### src/irq_accept_pkg.sv
// Package with constants for the interrupt acceptance flag logic.
package irq_accept_pkg;
	localparam int PRIO_W        = 3;
	localparam int NUM_SRC       = 8;
	localparam int SRC_W         = 3;
	localparam int ADDR_W        = 20;
	localparam int SP_W          = 16;
	localparam int TRAP_W        = 6;
	localparam logic [ADDR_W-1:0] VEC_TABLE_BASE = 20'h0ffdc;
	localparam logic [ADDR_W-1:0] VEC_TABLE_LAST = 20'h0ffff;
	localparam logic [ADDR_W-1:0] RAM_BASE       = 20'h00400;
	localparam logic [ADDR_W-1:0] VEC_ENTRY_SIZE = 20'h00004;
	localparam logic [TRAP_W-1:0] TRAP_FLAG_LIMIT = 6'h1f;
	localparam logic              MASK_GATE_RST  = 1'b0;
	localparam logic              STACK_SEL_RST  = 1'b0;
	localparam logic [PRIO_W-1:0] PRIO_RST       = 3'h0;
	localparam logic [SP_W-1:0]   HSP_RST        = 16'h0800;
	localparam logic [SP_W-1:0]   TSP_RST        = 16'h0800;
	localparam logic [SP_W-1:0]   FRAME_BYTES    = 16'h0004;
	typedef enum logic [1:0] {
		ST_IDLE  = 2'b00,
		ST_STACK = 2'b01,
		ST_FETCH = 2'b10
	} accept_e;
endpackage

### src/prio_if.sv
// Interface carrying the request arbitration result between modules.
`timescale 1ns/1ps
interface prio_if;
	import irq_accept_pkg::*;
	logic                 valid;
	logic [SRC_W-1:0]     src;
	logic [PRIO_W-1:0]    prio;
	modport arb (output valid, output src, output prio);
	modport use_side (input valid, input src, input prio);
endinterface

### src/irq_accept.sv
// Interrupt acceptance logic around the processor flag bits.
// Functional notes
// - Maskable requests blocked while mask gate is 0, considered when 1.
// - Acknowledging any interrupt clears the mask gate to 0.
// - Stack select 0, or an acknowledge in progress, uses handler stack pointer; 1 uses task pointer.
// - Stack select cleared on hardware acknowledge and traps 0 to 31.
// - Processor priority level is 3 bits, levels 0 to 7.
// - Request taken only if its priority strictly exceeds current level.
// - Reserved flag bit should be written 0; read value is undefined.
// - Handler start address comes from the fixed table 0FFDCh-0FFFFh.
// - Acknowledge stacks the state into internal RAM from 00400h up.
`timescale 1ns/1ps
module irq_accept
	import irq_accept_pkg::*;
(
	// Clock and reset
	input  wire logic                       clk,
	input  wire logic                       reset_n,
	// Peripheral requests
	input  wire logic [NUM_SRC-1:0]         reqPend,
	input  wire logic [NUM_SRC*PRIO_W-1:0]  reqPrio,
	// Software trap
	input  wire logic                       trapExec,
	input  wire logic [TRAP_W-1:0]          trapNum,
	// Flag writes from the core
	input  wire logic                       flagWr,
	input  wire logic                       maskGateIn,
	input  wire logic                       stackSelIn,
	input  wire logic [PRIO_W-1:0]          cpuPriorityLevelIn,
	input  wire logic                       reservedIn,
	// Flag state
	output logic                            maskGate,
	output logic                            stackSel,
	output logic [PRIO_W-1:0]               cpuPriorityLevel,
	output logic                            reservedFlag,
	output logic [SP_W-1:0]                 activeStackPointer,
	output logic [SP_W-1:0]                 handlerStackPointer,
	// Acknowledge
	output logic                            ackPulse,
	output logic [SRC_W-1:0]                ackSrc,
	output logic                            stackWrEn,
	output logic [ADDR_W-1:0]               stackWrAddr,
	output logic                            vecFetchEn,
	output logic [ADDR_W-1:0]               vecAddr,
	output logic                            busy
);
	logic       rstMeta_r;
	logic       rstSync_r;
	prio_if     sel ();
	accept_e    state_r;
	accept_e    state_nxt;
	logic       accept;
	logic       trapClearsSel;
	logic       maskGate_nxt;
	logic       stackSel_nxt;
	logic       reservedFlag_nxt;
	logic [PRIO_W-1:0] cpuPriorityLevel_nxt;
	logic [SP_W-1:0]   handlerStackPointer_nxt;
	logic [SP_W-1:0]   activeStackPointer_nxt;

	always_ff @(posedge clk or negedge reset_n) begin
		if (!reset_n) begin
			rstMeta_r <= 1'b0;
			rstSync_r <= 1'b0;
		end else begin
			rstMeta_r <= 1'b1;
			rstSync_r <= rstMeta_r;
		end
	end

	irq_prio_select uSel (
		.reqPend (reqPend),
		.reqPrio (reqPrio),
		.sel     (sel.arb)
	);

	// Acceptance requires both the gate and strictly higher priority.
	assign accept = (state_r == ST_IDLE) && maskGate &&
		sel.valid && (sel.prio > cpuPriorityLevel);

	always_comb begin
		state_nxt = state_r;
		case (state_r)
			ST_IDLE:  if (accept) state_nxt = ST_STACK;
			ST_STACK: state_nxt = ST_FETCH;
			ST_FETCH: state_nxt = ST_IDLE;
			default:  state_nxt = ST_IDLE;
		endcase
	end

	always_ff @(posedge clk or negedge rstSync_r) begin
		if (!rstSync_r) state_r <= ST_IDLE;
		else state_r <= state_nxt;
	end

	// Trap numbers above the limit leave the stack select alone.
	assign trapClearsSel = trapExec && (trapNum <= TRAP_FLAG_LIMIT);

	// Acceptance overrides a flag write of gate, select and level; a trap overrides the gate, and the select for traps 0 to 31.
	always_comb begin
		maskGate_nxt         = maskGate;
		stackSel_nxt         = stackSel;
		cpuPriorityLevel_nxt = cpuPriorityLevel;
		reservedFlag_nxt     = reservedFlag;
		if (flagWr) begin
			maskGate_nxt         = maskGateIn;
			stackSel_nxt         = stackSelIn;
			cpuPriorityLevel_nxt = cpuPriorityLevelIn;
			reservedFlag_nxt     = reservedIn;
		end
		if (accept) begin
			maskGate_nxt         = 1'b0;
			stackSel_nxt         = 1'b0;
			cpuPriorityLevel_nxt = sel.prio;
		end else if (trapExec) begin
			maskGate_nxt = 1'b0;
			if (trapClearsSel) begin
				stackSel_nxt = 1'b0;
			end
		end
	end

	always_ff @(posedge clk or negedge rstSync_r) begin
		if (!rstSync_r) begin
			maskGate <= MASK_GATE_RST;
		end else begin
			maskGate <= maskGate_nxt;
		end
	end

	always_ff @(posedge clk or negedge rstSync_r) begin
		if (!rstSync_r) begin
			stackSel <= STACK_SEL_RST;
		end else begin
			stackSel <= stackSel_nxt;
		end
	end

	always_ff @(posedge clk or negedge rstSync_r) begin
		if (!rstSync_r) begin
			cpuPriorityLevel <= PRIO_RST;
		end else begin
			cpuPriorityLevel <= cpuPriorityLevel_nxt;
		end
	end

	always_ff @(posedge clk or negedge rstSync_r) begin
		if (!rstSync_r) begin
			reservedFlag <= 1'b0;
		end else begin
			reservedFlag <= reservedFlag_nxt;
		end
	end

	// One frame is taken from the handler stack while stacking.
	always_comb begin
		handlerStackPointer_nxt = handlerStackPointer;
		if (state_r == ST_STACK) begin
			handlerStackPointer_nxt = handlerStackPointer - FRAME_BYTES;
		end
	end

	always_ff @(posedge clk or negedge rstSync_r) begin
		if (!rstSync_r) begin
			handlerStackPointer <= HSP_RST;
		end else begin
			handlerStackPointer <= handlerStackPointer_nxt;
		end
	end

	// The task pointer has no load path, so it keeps its reset value.
	// Next values are used so the output agrees with the flags it shows.
	always_comb begin
		if (state_nxt != ST_IDLE || stackSel_nxt == 1'b0) begin
			activeStackPointer_nxt = handlerStackPointer_nxt;
		end else begin
			activeStackPointer_nxt = TSP_RST;
		end
	end

	always_ff @(posedge clk or negedge rstSync_r) begin
		if (!rstSync_r) begin
			activeStackPointer <= HSP_RST;
		end else begin
			activeStackPointer <= activeStackPointer_nxt;
		end
	end

	// Acknowledge strobes are registered from the next state, so they line up with the sequencer state.
	always_ff @(posedge clk or negedge rstSync_r) begin
		if (!rstSync_r) begin
			ackPulse   <= 1'b0;
			stackWrEn  <= 1'b0;
			vecFetchEn <= 1'b0;
			busy       <= 1'b0;
		end else begin
			ackPulse   <= accept;
			stackWrEn  <= (state_nxt == ST_STACK);
			vecFetchEn <= (state_nxt == ST_FETCH);
			busy       <= (state_nxt != ST_IDLE);
		end
	end

	// Source and vector entry stay until the next acceptance.
	always_ff @(posedge clk or negedge rstSync_r) begin
		if (!rstSync_r) begin
			ackSrc  <= '0;
			vecAddr <= VEC_TABLE_BASE;
		end else if (accept) begin
			ackSrc  <= sel.src;
			vecAddr <= VEC_TABLE_BASE + VEC_ENTRY_SIZE
				* ADDR_W'(sel.src);
		end
	end

	// Stack frame lands in internal RAM above its base.
	always_ff @(posedge clk or negedge rstSync_r) begin
		if (!rstSync_r) begin
			stackWrAddr <= RAM_BASE;
		end else if (accept) begin
			stackWrAddr <= RAM_BASE + ADDR_W'(handlerStackPointer)
				- ADDR_W'(FRAME_BYTES);
		end
	end
endmodule

### src/irq_prio_select.sv
// Picks the highest priority pending request among the sources.
`timescale 1ns/1ps
module irq_prio_select
	import irq_accept_pkg::*;
(
	// Requests
	input  wire logic [NUM_SRC-1:0]        reqPend,
	input  wire logic [NUM_SRC*PRIO_W-1:0] reqPrio,
	// Result
	prio_if.arb                            sel
);
	logic [NUM_SRC:0]           v;
	logic [SRC_W-1:0]           s [NUM_SRC+1];
	logic [PRIO_W-1:0]          p [NUM_SRC+1];
	assign v[0] = 1'b0;
	assign s[0] = '0;
	assign p[0] = '0;
	genvar g;
	generate
		for (g = 0; g < NUM_SRC; g++) begin : gSel
			logic [PRIO_W-1:0] pr;
			logic              take;
			assign pr   = reqPrio[g*PRIO_W +: PRIO_W];
			assign take = reqPend[g] && (!v[g] || pr > p[g]);
			assign v[g+1] = v[g] | reqPend[g];
			assign s[g+1] = take ? SRC_W'(g) : s[g];
			assign p[g+1] = take ? pr : p[g];
		end
	endgenerate
	assign sel.valid = v[NUM_SRC];
	assign sel.src   = s[NUM_SRC];
	assign sel.prio  = p[NUM_SRC];
endmodule

### config.mk
export PLATFORM = sky130hd
export DESIGN_NAME = irq_accept
export DESIGN_NICKNAME = d
export VERILOG_FILES = /design/src/irq_accept_pkg.sv /design/src/prio_if.sv /design/src/irq_accept.sv /design/src/irq_prio_select.sv
export SDC_FILE = /design/constraint.sdc
export NUM_CORES = 1
export LEC_CHECK = 0
export BUFFER_PORTS_ARGS = -buffer_cell sky130_fd_sc_hd__buf_4
export CAP_MARGIN = 10
export CORE_MARGIN = 5
export CORE_UTILIZATION = 30
export CTS_CLUSTER_DIAMETER = 30
export DETAILED_ROUTE_END_ITERATION = 16
export PLACE_DENSITY = 0.48
export SLEW_MARGIN = 25
export SYNTH_ARGS = -nofsm -noshare
export SYNTH_HDL_FRONTEND = slang
export SYNTH_SLANG_ARGS = --single-unit
### constraint.sdc
create_clock -name clk -period 2.4 [get_ports clk]
set_input_delay 0.48 -clock clk [delete_from_list [all_inputs] [get_ports clk]]
set_output_delay 0.48 -clock clk [all_outputs]
set_load 0.01 [all_outputs]
# Yosys cells after proc, flatten, opt, wreduce, memory -nomap -nowiden
# Cells that the tools add are included.
[word_totals]
reg_bits = 89
output_inout_bits = 85
input_bits = 48
word_cells = 98
[classes]
bitwise_logic = 8
addsub = 4
mux = 28
eq_ne = 3
order_cmp = 9
reduce_logical = 30
[op_table]
columns = ["op", "count"]
rows = [
  ["3-bit two-way mux", 16],
  ["16-bit two-way mux", 2],
  ["3-bit greater-than comparator", 8],
  ["17-bit by 3-bit subtractor with 18-bit output (second input constant)", 1],
  ["11-bit by 16-bit adder with 17-bit output (first input constant)", 1],
  ["16-bit by 5-bit adder with 17-bit output (first input constant)", 1],
  ["16-bit by 3-bit subtractor with 16-bit output (second input constant)", 1],
  ["1-bit logical AND", 11],
  ["1-bit logical OR", 8],
  ["1-bit two-way mux", 8],
  ["1-bit zero test", 7],
  ["1-bit bitwise OR", 7],
  ["6-bit by 5-bit <= comparator with 1-bit output (second input constant)", 1],
  ["2-bit by 1-bit == test with 1-bit output (second input constant)", 2],
  ["2-bit case mux with 2 select lines", 1],
  ["2-bit nonzero test", 2],
  ["3-bit nonzero test", 1],
  ["2-bit == test (second input constant)", 1],
  ["2-bit zero test", 1],
  ["2-bit two-way mux", 1],
  ["1-bit inverter", 1],
]

# Longest topological paths before layout
[logic_depth]
depth_word = 36
depth_mapped = 62
depth_no_buf = 59

# Modules after synthesis
# Synthesis repeated with hierarchy kept, for this count alone.
[unflattened]
hier_cells = 434
hier_area_um2 = 4061.4
[modules_own_cells]
columns = ["module", "seq_area_each_um2", "area_each_um2", "cells_each", "n_inst"]
rows = [
  ["irq_accept", 1584.0, 2931.6, 263, 1],
  ["irq_prio_select", 0.0, 1129.8, 171, 1],
]

# Worst setup path before layout
# Ideal clock, no wire load.
[synth_timing]
kind = "input-to-reg"
startpoint = "input port reqPend[0]"
endpoint = "register activeStackPointer[10]"
t_required_ps = 2260
arrival_ps = 11392
stages = 55
n_path_buf = 3
setup_slack_ps = -9131
setup_ps = 140
cell_sequence = "buf_2 > nand2_1 > ha_1 > and3_4 > o21a_4 > nor2_1 > mux2_2 > ha_1 > nor3b_1 > a2bb2oi_1 > o311ai_2 > o22a_2 > buf_6 > o21ai_0 > ha_1 > or3b_1 > o2111a_1 > nor3_1 > [19 not listed] > o41ai_1 > o211ai_1 > a32oi_2 > ha_1 > nor2b_1 > o21a_1 > o21ai_0 > nand2_1 > nand2_1 > mux2_2 > ha_1 > o21ai_0 > nand2b_1 > o2111ai_1 > inv_1 > nor3_1 > clkbuf_1 > a21boi_0"
[synth_between]
elab_cells_between_ends = 53
classes_between = "order compare: 8; mux: 12; bitwise: 8; reduce/logical: 25"
[synth_lines]
columns = ["item", "line_no", "source"]
rows = [
  ["start, declared", "irq_accept.sv:20", "input wire logic [NUM_SRC-1:0] reqPend,"],
  ["3-bit two-way mux", "irq_prio_select.sv:27", "assign p[g+1] = take ? pr : p[g];"],
  ["3-bit greater-than comparator", "irq_prio_select.sv:24", "assign take = reqPend[g] && (!v[g] || pr > p[g]);"],
  ["1-bit logical OR", "irq_prio_select.sv:24", ""],
  ["1-bit logical AND", "irq_prio_select.sv:24", ""],
  ["3-bit two-way mux", "irq_prio_select.sv:27", ""],
  ["3-bit greater-than comparator", "irq_prio_select.sv:24", ""],
  ["1-bit logical OR", "irq_prio_select.sv:24", ""],
  ["1-bit logical AND", "irq_prio_select.sv:24", ""],
  ["[21 not listed]", "-", ""],
  ["3-bit greater-than comparator", "irq_accept.sv:79", "sel.valid && (sel.prio > cpuPriorityLevel);"],
  ["1-bit logical AND (*)", "irq_accept.sv:79", ""],
  ["1-bit two-way mux (*)", "irq_accept.sv:111", "if (accept) begin"],
  ["via stackSel_nxt", "irq_accept.sv:55", "logic stackSel_nxt;"],
  ["1-bit inverter (*)", "irq_accept.sv:174", "if (state_nxt != ST_IDLE || stackSel_nxt == 1'b0) begin"],
  ["1-bit logical OR (*)", "irq_accept.sv:174", ""],
  ["16-bit two-way mux (*)", "irq_accept.sv:174", ""],
  ["via activeStackPointer_nxt[10]", "irq_accept.sv:59", "logic [SP_W-1:0] activeStackPointer_nxt;"],
  ["end signal, assigned", "irq_accept.sv:185", "activeStackPointer <= activeStackPointer_nxt;"],
  ["end, declared", "irq_accept.sv:36", "output logic [SP_W-1:0] activeStackPointer,"],
]
# Mark *: on every way through the listed nets, which the timed path passes. The rest lies on a longest branch.
# A chain may end at the register's enable or synchronous reset.

# Worst setup path in the final report
[layout_timing]
startpoint = "input port reqPend[0]"
endpoint = "register activeStackPointer[14]"
[layout_between]
elab_chain_len = 36
elab_cells_between_ends = 53
classes_between = "order compare: 8; mux: 12; bitwise: 8; reduce/logical: 25"
[layout_rtl]
columns = ["item", "line_no", "source"]
rows = [
  ["3-bit two-way mux", "irq_prio_select.sv:27", ""],
  ["3-bit greater-than comparator", "irq_prio_select.sv:24", ""],
  ["1-bit logical OR", "irq_prio_select.sv:24", ""],
  ["1-bit logical AND", "irq_prio_select.sv:24", ""],
  ["3-bit two-way mux", "irq_prio_select.sv:27", ""],
  ["3-bit greater-than comparator", "irq_prio_select.sv:24", ""],
  ["1-bit logical OR", "irq_prio_select.sv:24", ""],
  ["1-bit logical AND", "irq_prio_select.sv:24", ""],
  ["[21 not listed]", "-", ""],
  ["3-bit greater-than comparator", "irq_accept.sv:79", ""],
  ["1-bit logical AND (*)", "irq_accept.sv:79", ""],
  ["2-bit two-way mux", "irq_accept.sv:84", "ST_IDLE: if (accept) state_nxt = ST_STACK;"],
  ["2-bit case mux with 2 select lines", "irq_accept.sv:83", "case (state_r)"],
  ["2-bit nonzero test", "irq_accept.sv:174", ""],
  ["1-bit logical OR (*)", "irq_accept.sv:174", ""],
  ["16-bit two-way mux (*)", "irq_accept.sv:174", ""],
  ["via activeStackPointer_nxt[14]", "irq_accept.sv:59", ""],
]
# Marked as above.

==> impl_metrics.yaml <==
status:
  outcome: "finished, violations left"
  violations: "setup timing"
logic_synthesis:
  netlist_area_um2: 4180
  synth-main-ff-cell: "dfrtp_1"
  ys_ff_latch: 63
  avgSynthCellArea_um2: 9.12
  synth_cell_types: 75
  seq_area_frac_synth_pct: 37.9
  synth_cells: 458
  synthArstFlopShare_pct: 100
  yosysWarnings: 0
  synth_edf_count: 0
detailed_routing:
  vias: 4238
  wirelength_um: 13700
  routedWlPerCell_um: 15.3
  dr.pass1.iters: 4
  drc_errors: 0
  drtAntennaViolNets: 0
  via_per_inst: 4.74
  drt_iter0_drc: 183
pwr:
  power.density_nw_per_um2: 924
  p_leak_nw: 3.35
  worst_ir_drop_vdd_uv: 691
timing:
  rsz0062_at_grt: "true"
  setup_ws_ns: -7.67
  worst_slew_pin_slew_ns: 0.600
  report.final.hold_viol_count: 0
  finalSetupViolations: 45
  finalMaxSlewViolations: 0
  period_share_pct: 420
  maxSlewHeadroom_pct: 58.9
  clock.fmax_mhz: 99.3
  finClkSkew_ns: 0.00660
  min_period_ns: 10.07
layout:
  nNetsFinal: 773
  final_cell_mix: "244 x buf_4, 56 x dfrtp_1, 43 x nand2_1"
  fin_util_pct: 50.2
  area_delta_synth_final_pct: 65.7
  mostFrequentLayoutCell: "buf_4"
  diodes: 0
  drive_gt1_share_pct: 50.7
critical_path:
  end_kind: "flop"
  cp_data_required_time_ns: 2.58
  cp_slowest_cell: "mux2_4"
  worstPathMaxFanout: 6
  path_class: "input port to flop"
  crit_path_frequent_cell: "buf_4"
  start_kind: "input port"
  cpPeakStageDelay_ns: 0.33
  critPathArrivalTime_ns: 10.25
die:
  core_um2: 13800
  die-area_um2: 16400
  dieHeight_um: 128
  fp.dieW_um: 128
  rows: 43
  pin_count: 133
  initial_core_util_pct: 30.3
clock_network:
  cts_tree: "yes"
  clock_sinks: 63
  cts-root-buf: "clkbuf_16"
  clk_pin_slew_ns: 0.06
  clk_latency_ns: 0.32
  htree_num_levels: 3
  numCtsBuffers: 9
  cts.path.max_buffers: 2
global_route:
  grt_remaining_overflow: 0
  grt_max_degree: 29
  antenna_found_initial: 0
  grt_pass1_vias: 4311
  track_usage_pct: 16.5
  grt_pass1_wl_um: 21500
flow_run:
  cap_violations: 0
place:
  gp_congestion: 0.845
  numPortBuffers: 102
  pre_cts_ws_ns: -8.24
  hpwlAfterDp_um: 10800
hold_path:
  min_path_type: "flop to async pin"
[worst max-delay path, delay by kind of cell]
| kind | cells | cell delay (ns) |
|---|---|---|
| multiplexers | 2 | 0.66 |
| adder cells (fa/ha/maj) | 7 | 1.71 |
| buffers and inverters | 14 | 1.69 |
| AND/OR/NAND/NOR | 19 | 2.50 |
| AO/OA/AOI/OAI | 21 | 3.19 |
[power by group]
group / leakage, nW / internal (W) / switching [W] / total, W
clock network: 0.153 / 0.000869 / 0.000488 / 0.00136
logic: 2.42 / 0.00172 / 0.00145 / 0.00317
registers: 0.778 / 0.00149 / 0.000375 / 0.00186
total: 3.35 / 0.00408 / 0.00231 / 0.00639
[cells in the mapped netlist (all sizes together) (6+ instances only)]
master,n,area [um^2]
a31oi,6,37.5
nor2,29,109
clkbuf,15,57.6
xor2,8,70.1
xnor2,14,123
dfrtp,57,1430
buf,28,209
a21boi,14,105
dfstp,6,158
or3,8,55.1
nand2b,6,37.5
inv,27,101
a21oi,16,83.8
ha,16,200
o21ai,40,200
nor3,16,80.1
nand2,48,180
o21a,6,52.6
mux2,8,97.6
[routing by layer]
| layer | share of wire (%) | up-vias | GRT usage [%] |
|---|---|---|---|
| li1 | - | 2097 | - |
| met1 | 43 | 2006 | 21.2 |
| met2 | 48 | 122 | 27.4 |
| met3 | 6.9 | 13 | 4.54 |
| met4 | 1.6 | 0 | 4.74 |
| met5 | 0 | - | 0 |
[registers in the layout, indices dropped and copies added, names as in the netlist]
name / cells
handlerStackPointer: 14
reservedFlag: 1
activeStackPointer: 14
maskGate: 1
vecAddr: 4
cpuPriorityLevel: 3
stackWrAddr: 15
busy: 1
rstMeta_r: 1
stackWrEn: 1
state_r: 2
rstSync_r: 1
ackPulse: 1
ackSrc: 3
stackSel: 1
[final timing paths]
check	startpoint	endpoint	slack (ns)	cells after the start
worst max-delay path	reqPend[0]	activeStackPointer[14]$_DFF_PN0_	-7.67	63
worst min-delay path	rstSync_r$_DFF_PN0_	activeStackPointer[4]$_DFF_PN0_	0.25	0
worst max register to register	handlerStackPointer[2]$_DFF_PN0_	stackWrAddr[15]$_DFFE_PN0P_	0.20	8
worst min register to register	rstSync_r$_DFF_PN0_	activeStackPointer[4]$_DFF_PN0_	0.25	0
max in group asynchronous	rstSync_r$_DFF_PN0_	vecAddr[2]$_DFFE_PN1P_	1.53	1
min in group clk	trapExec	maskGate$_DFFE_PN0P_	0.31	2
[kinds of logic after synthesis]
kind of cell	synth area share, %
flip-flops	37.9
AO/OA/AOI/OAI	23.4
AND/OR/NAND/NOR	16.6
adder cells (fa/ha/maj)	4.79
XOR/XNOR	4.62
buffers and inverters	8.90
multiplexers	3.54
other	0.180
[layout make-up]
cell class	count	area, um^2
clock inverter	5	63.8
fill	1297	6850
timing repair buffer	259	2020
multi-input combinational	348	2660
clock buffer	11	253
sequential	63	1590
tap	180	225
inverter	28	108
[metrics by stage]
step | total power (W) | TNS [ns] | cells | hold slack [ns] | area [um^2]
global placement | 0.00470 | -355.58 | 838 | 0.263 | 6100
CTS | 0.00634 | -342.66 | 887 | 0.268 | 6790
detailed placement | 0.00472 | -365.68 | 838 | 0.264 | 6100
global route | 0.00685 | -359.40 | 894 | 0.296 | 6920
finish | 0.00639 | -340.70 | 894 | 0.249 | 6920
floorplan | 0.00330 | -354.48 | 482 | 0.184 | 4500
[what timing repair did]
item / in CTS / in global routing
hold buffers: 1 / 0
cloned: 1 / 0
setup buffers: 33 / 9
pin swaps: 36 / 17
resized for setup: 38 / 28
setup endpoints to repair: 45 / 45
endpoints found under the hold margin: 2 / 0
(Power assumes the default switching activity.)
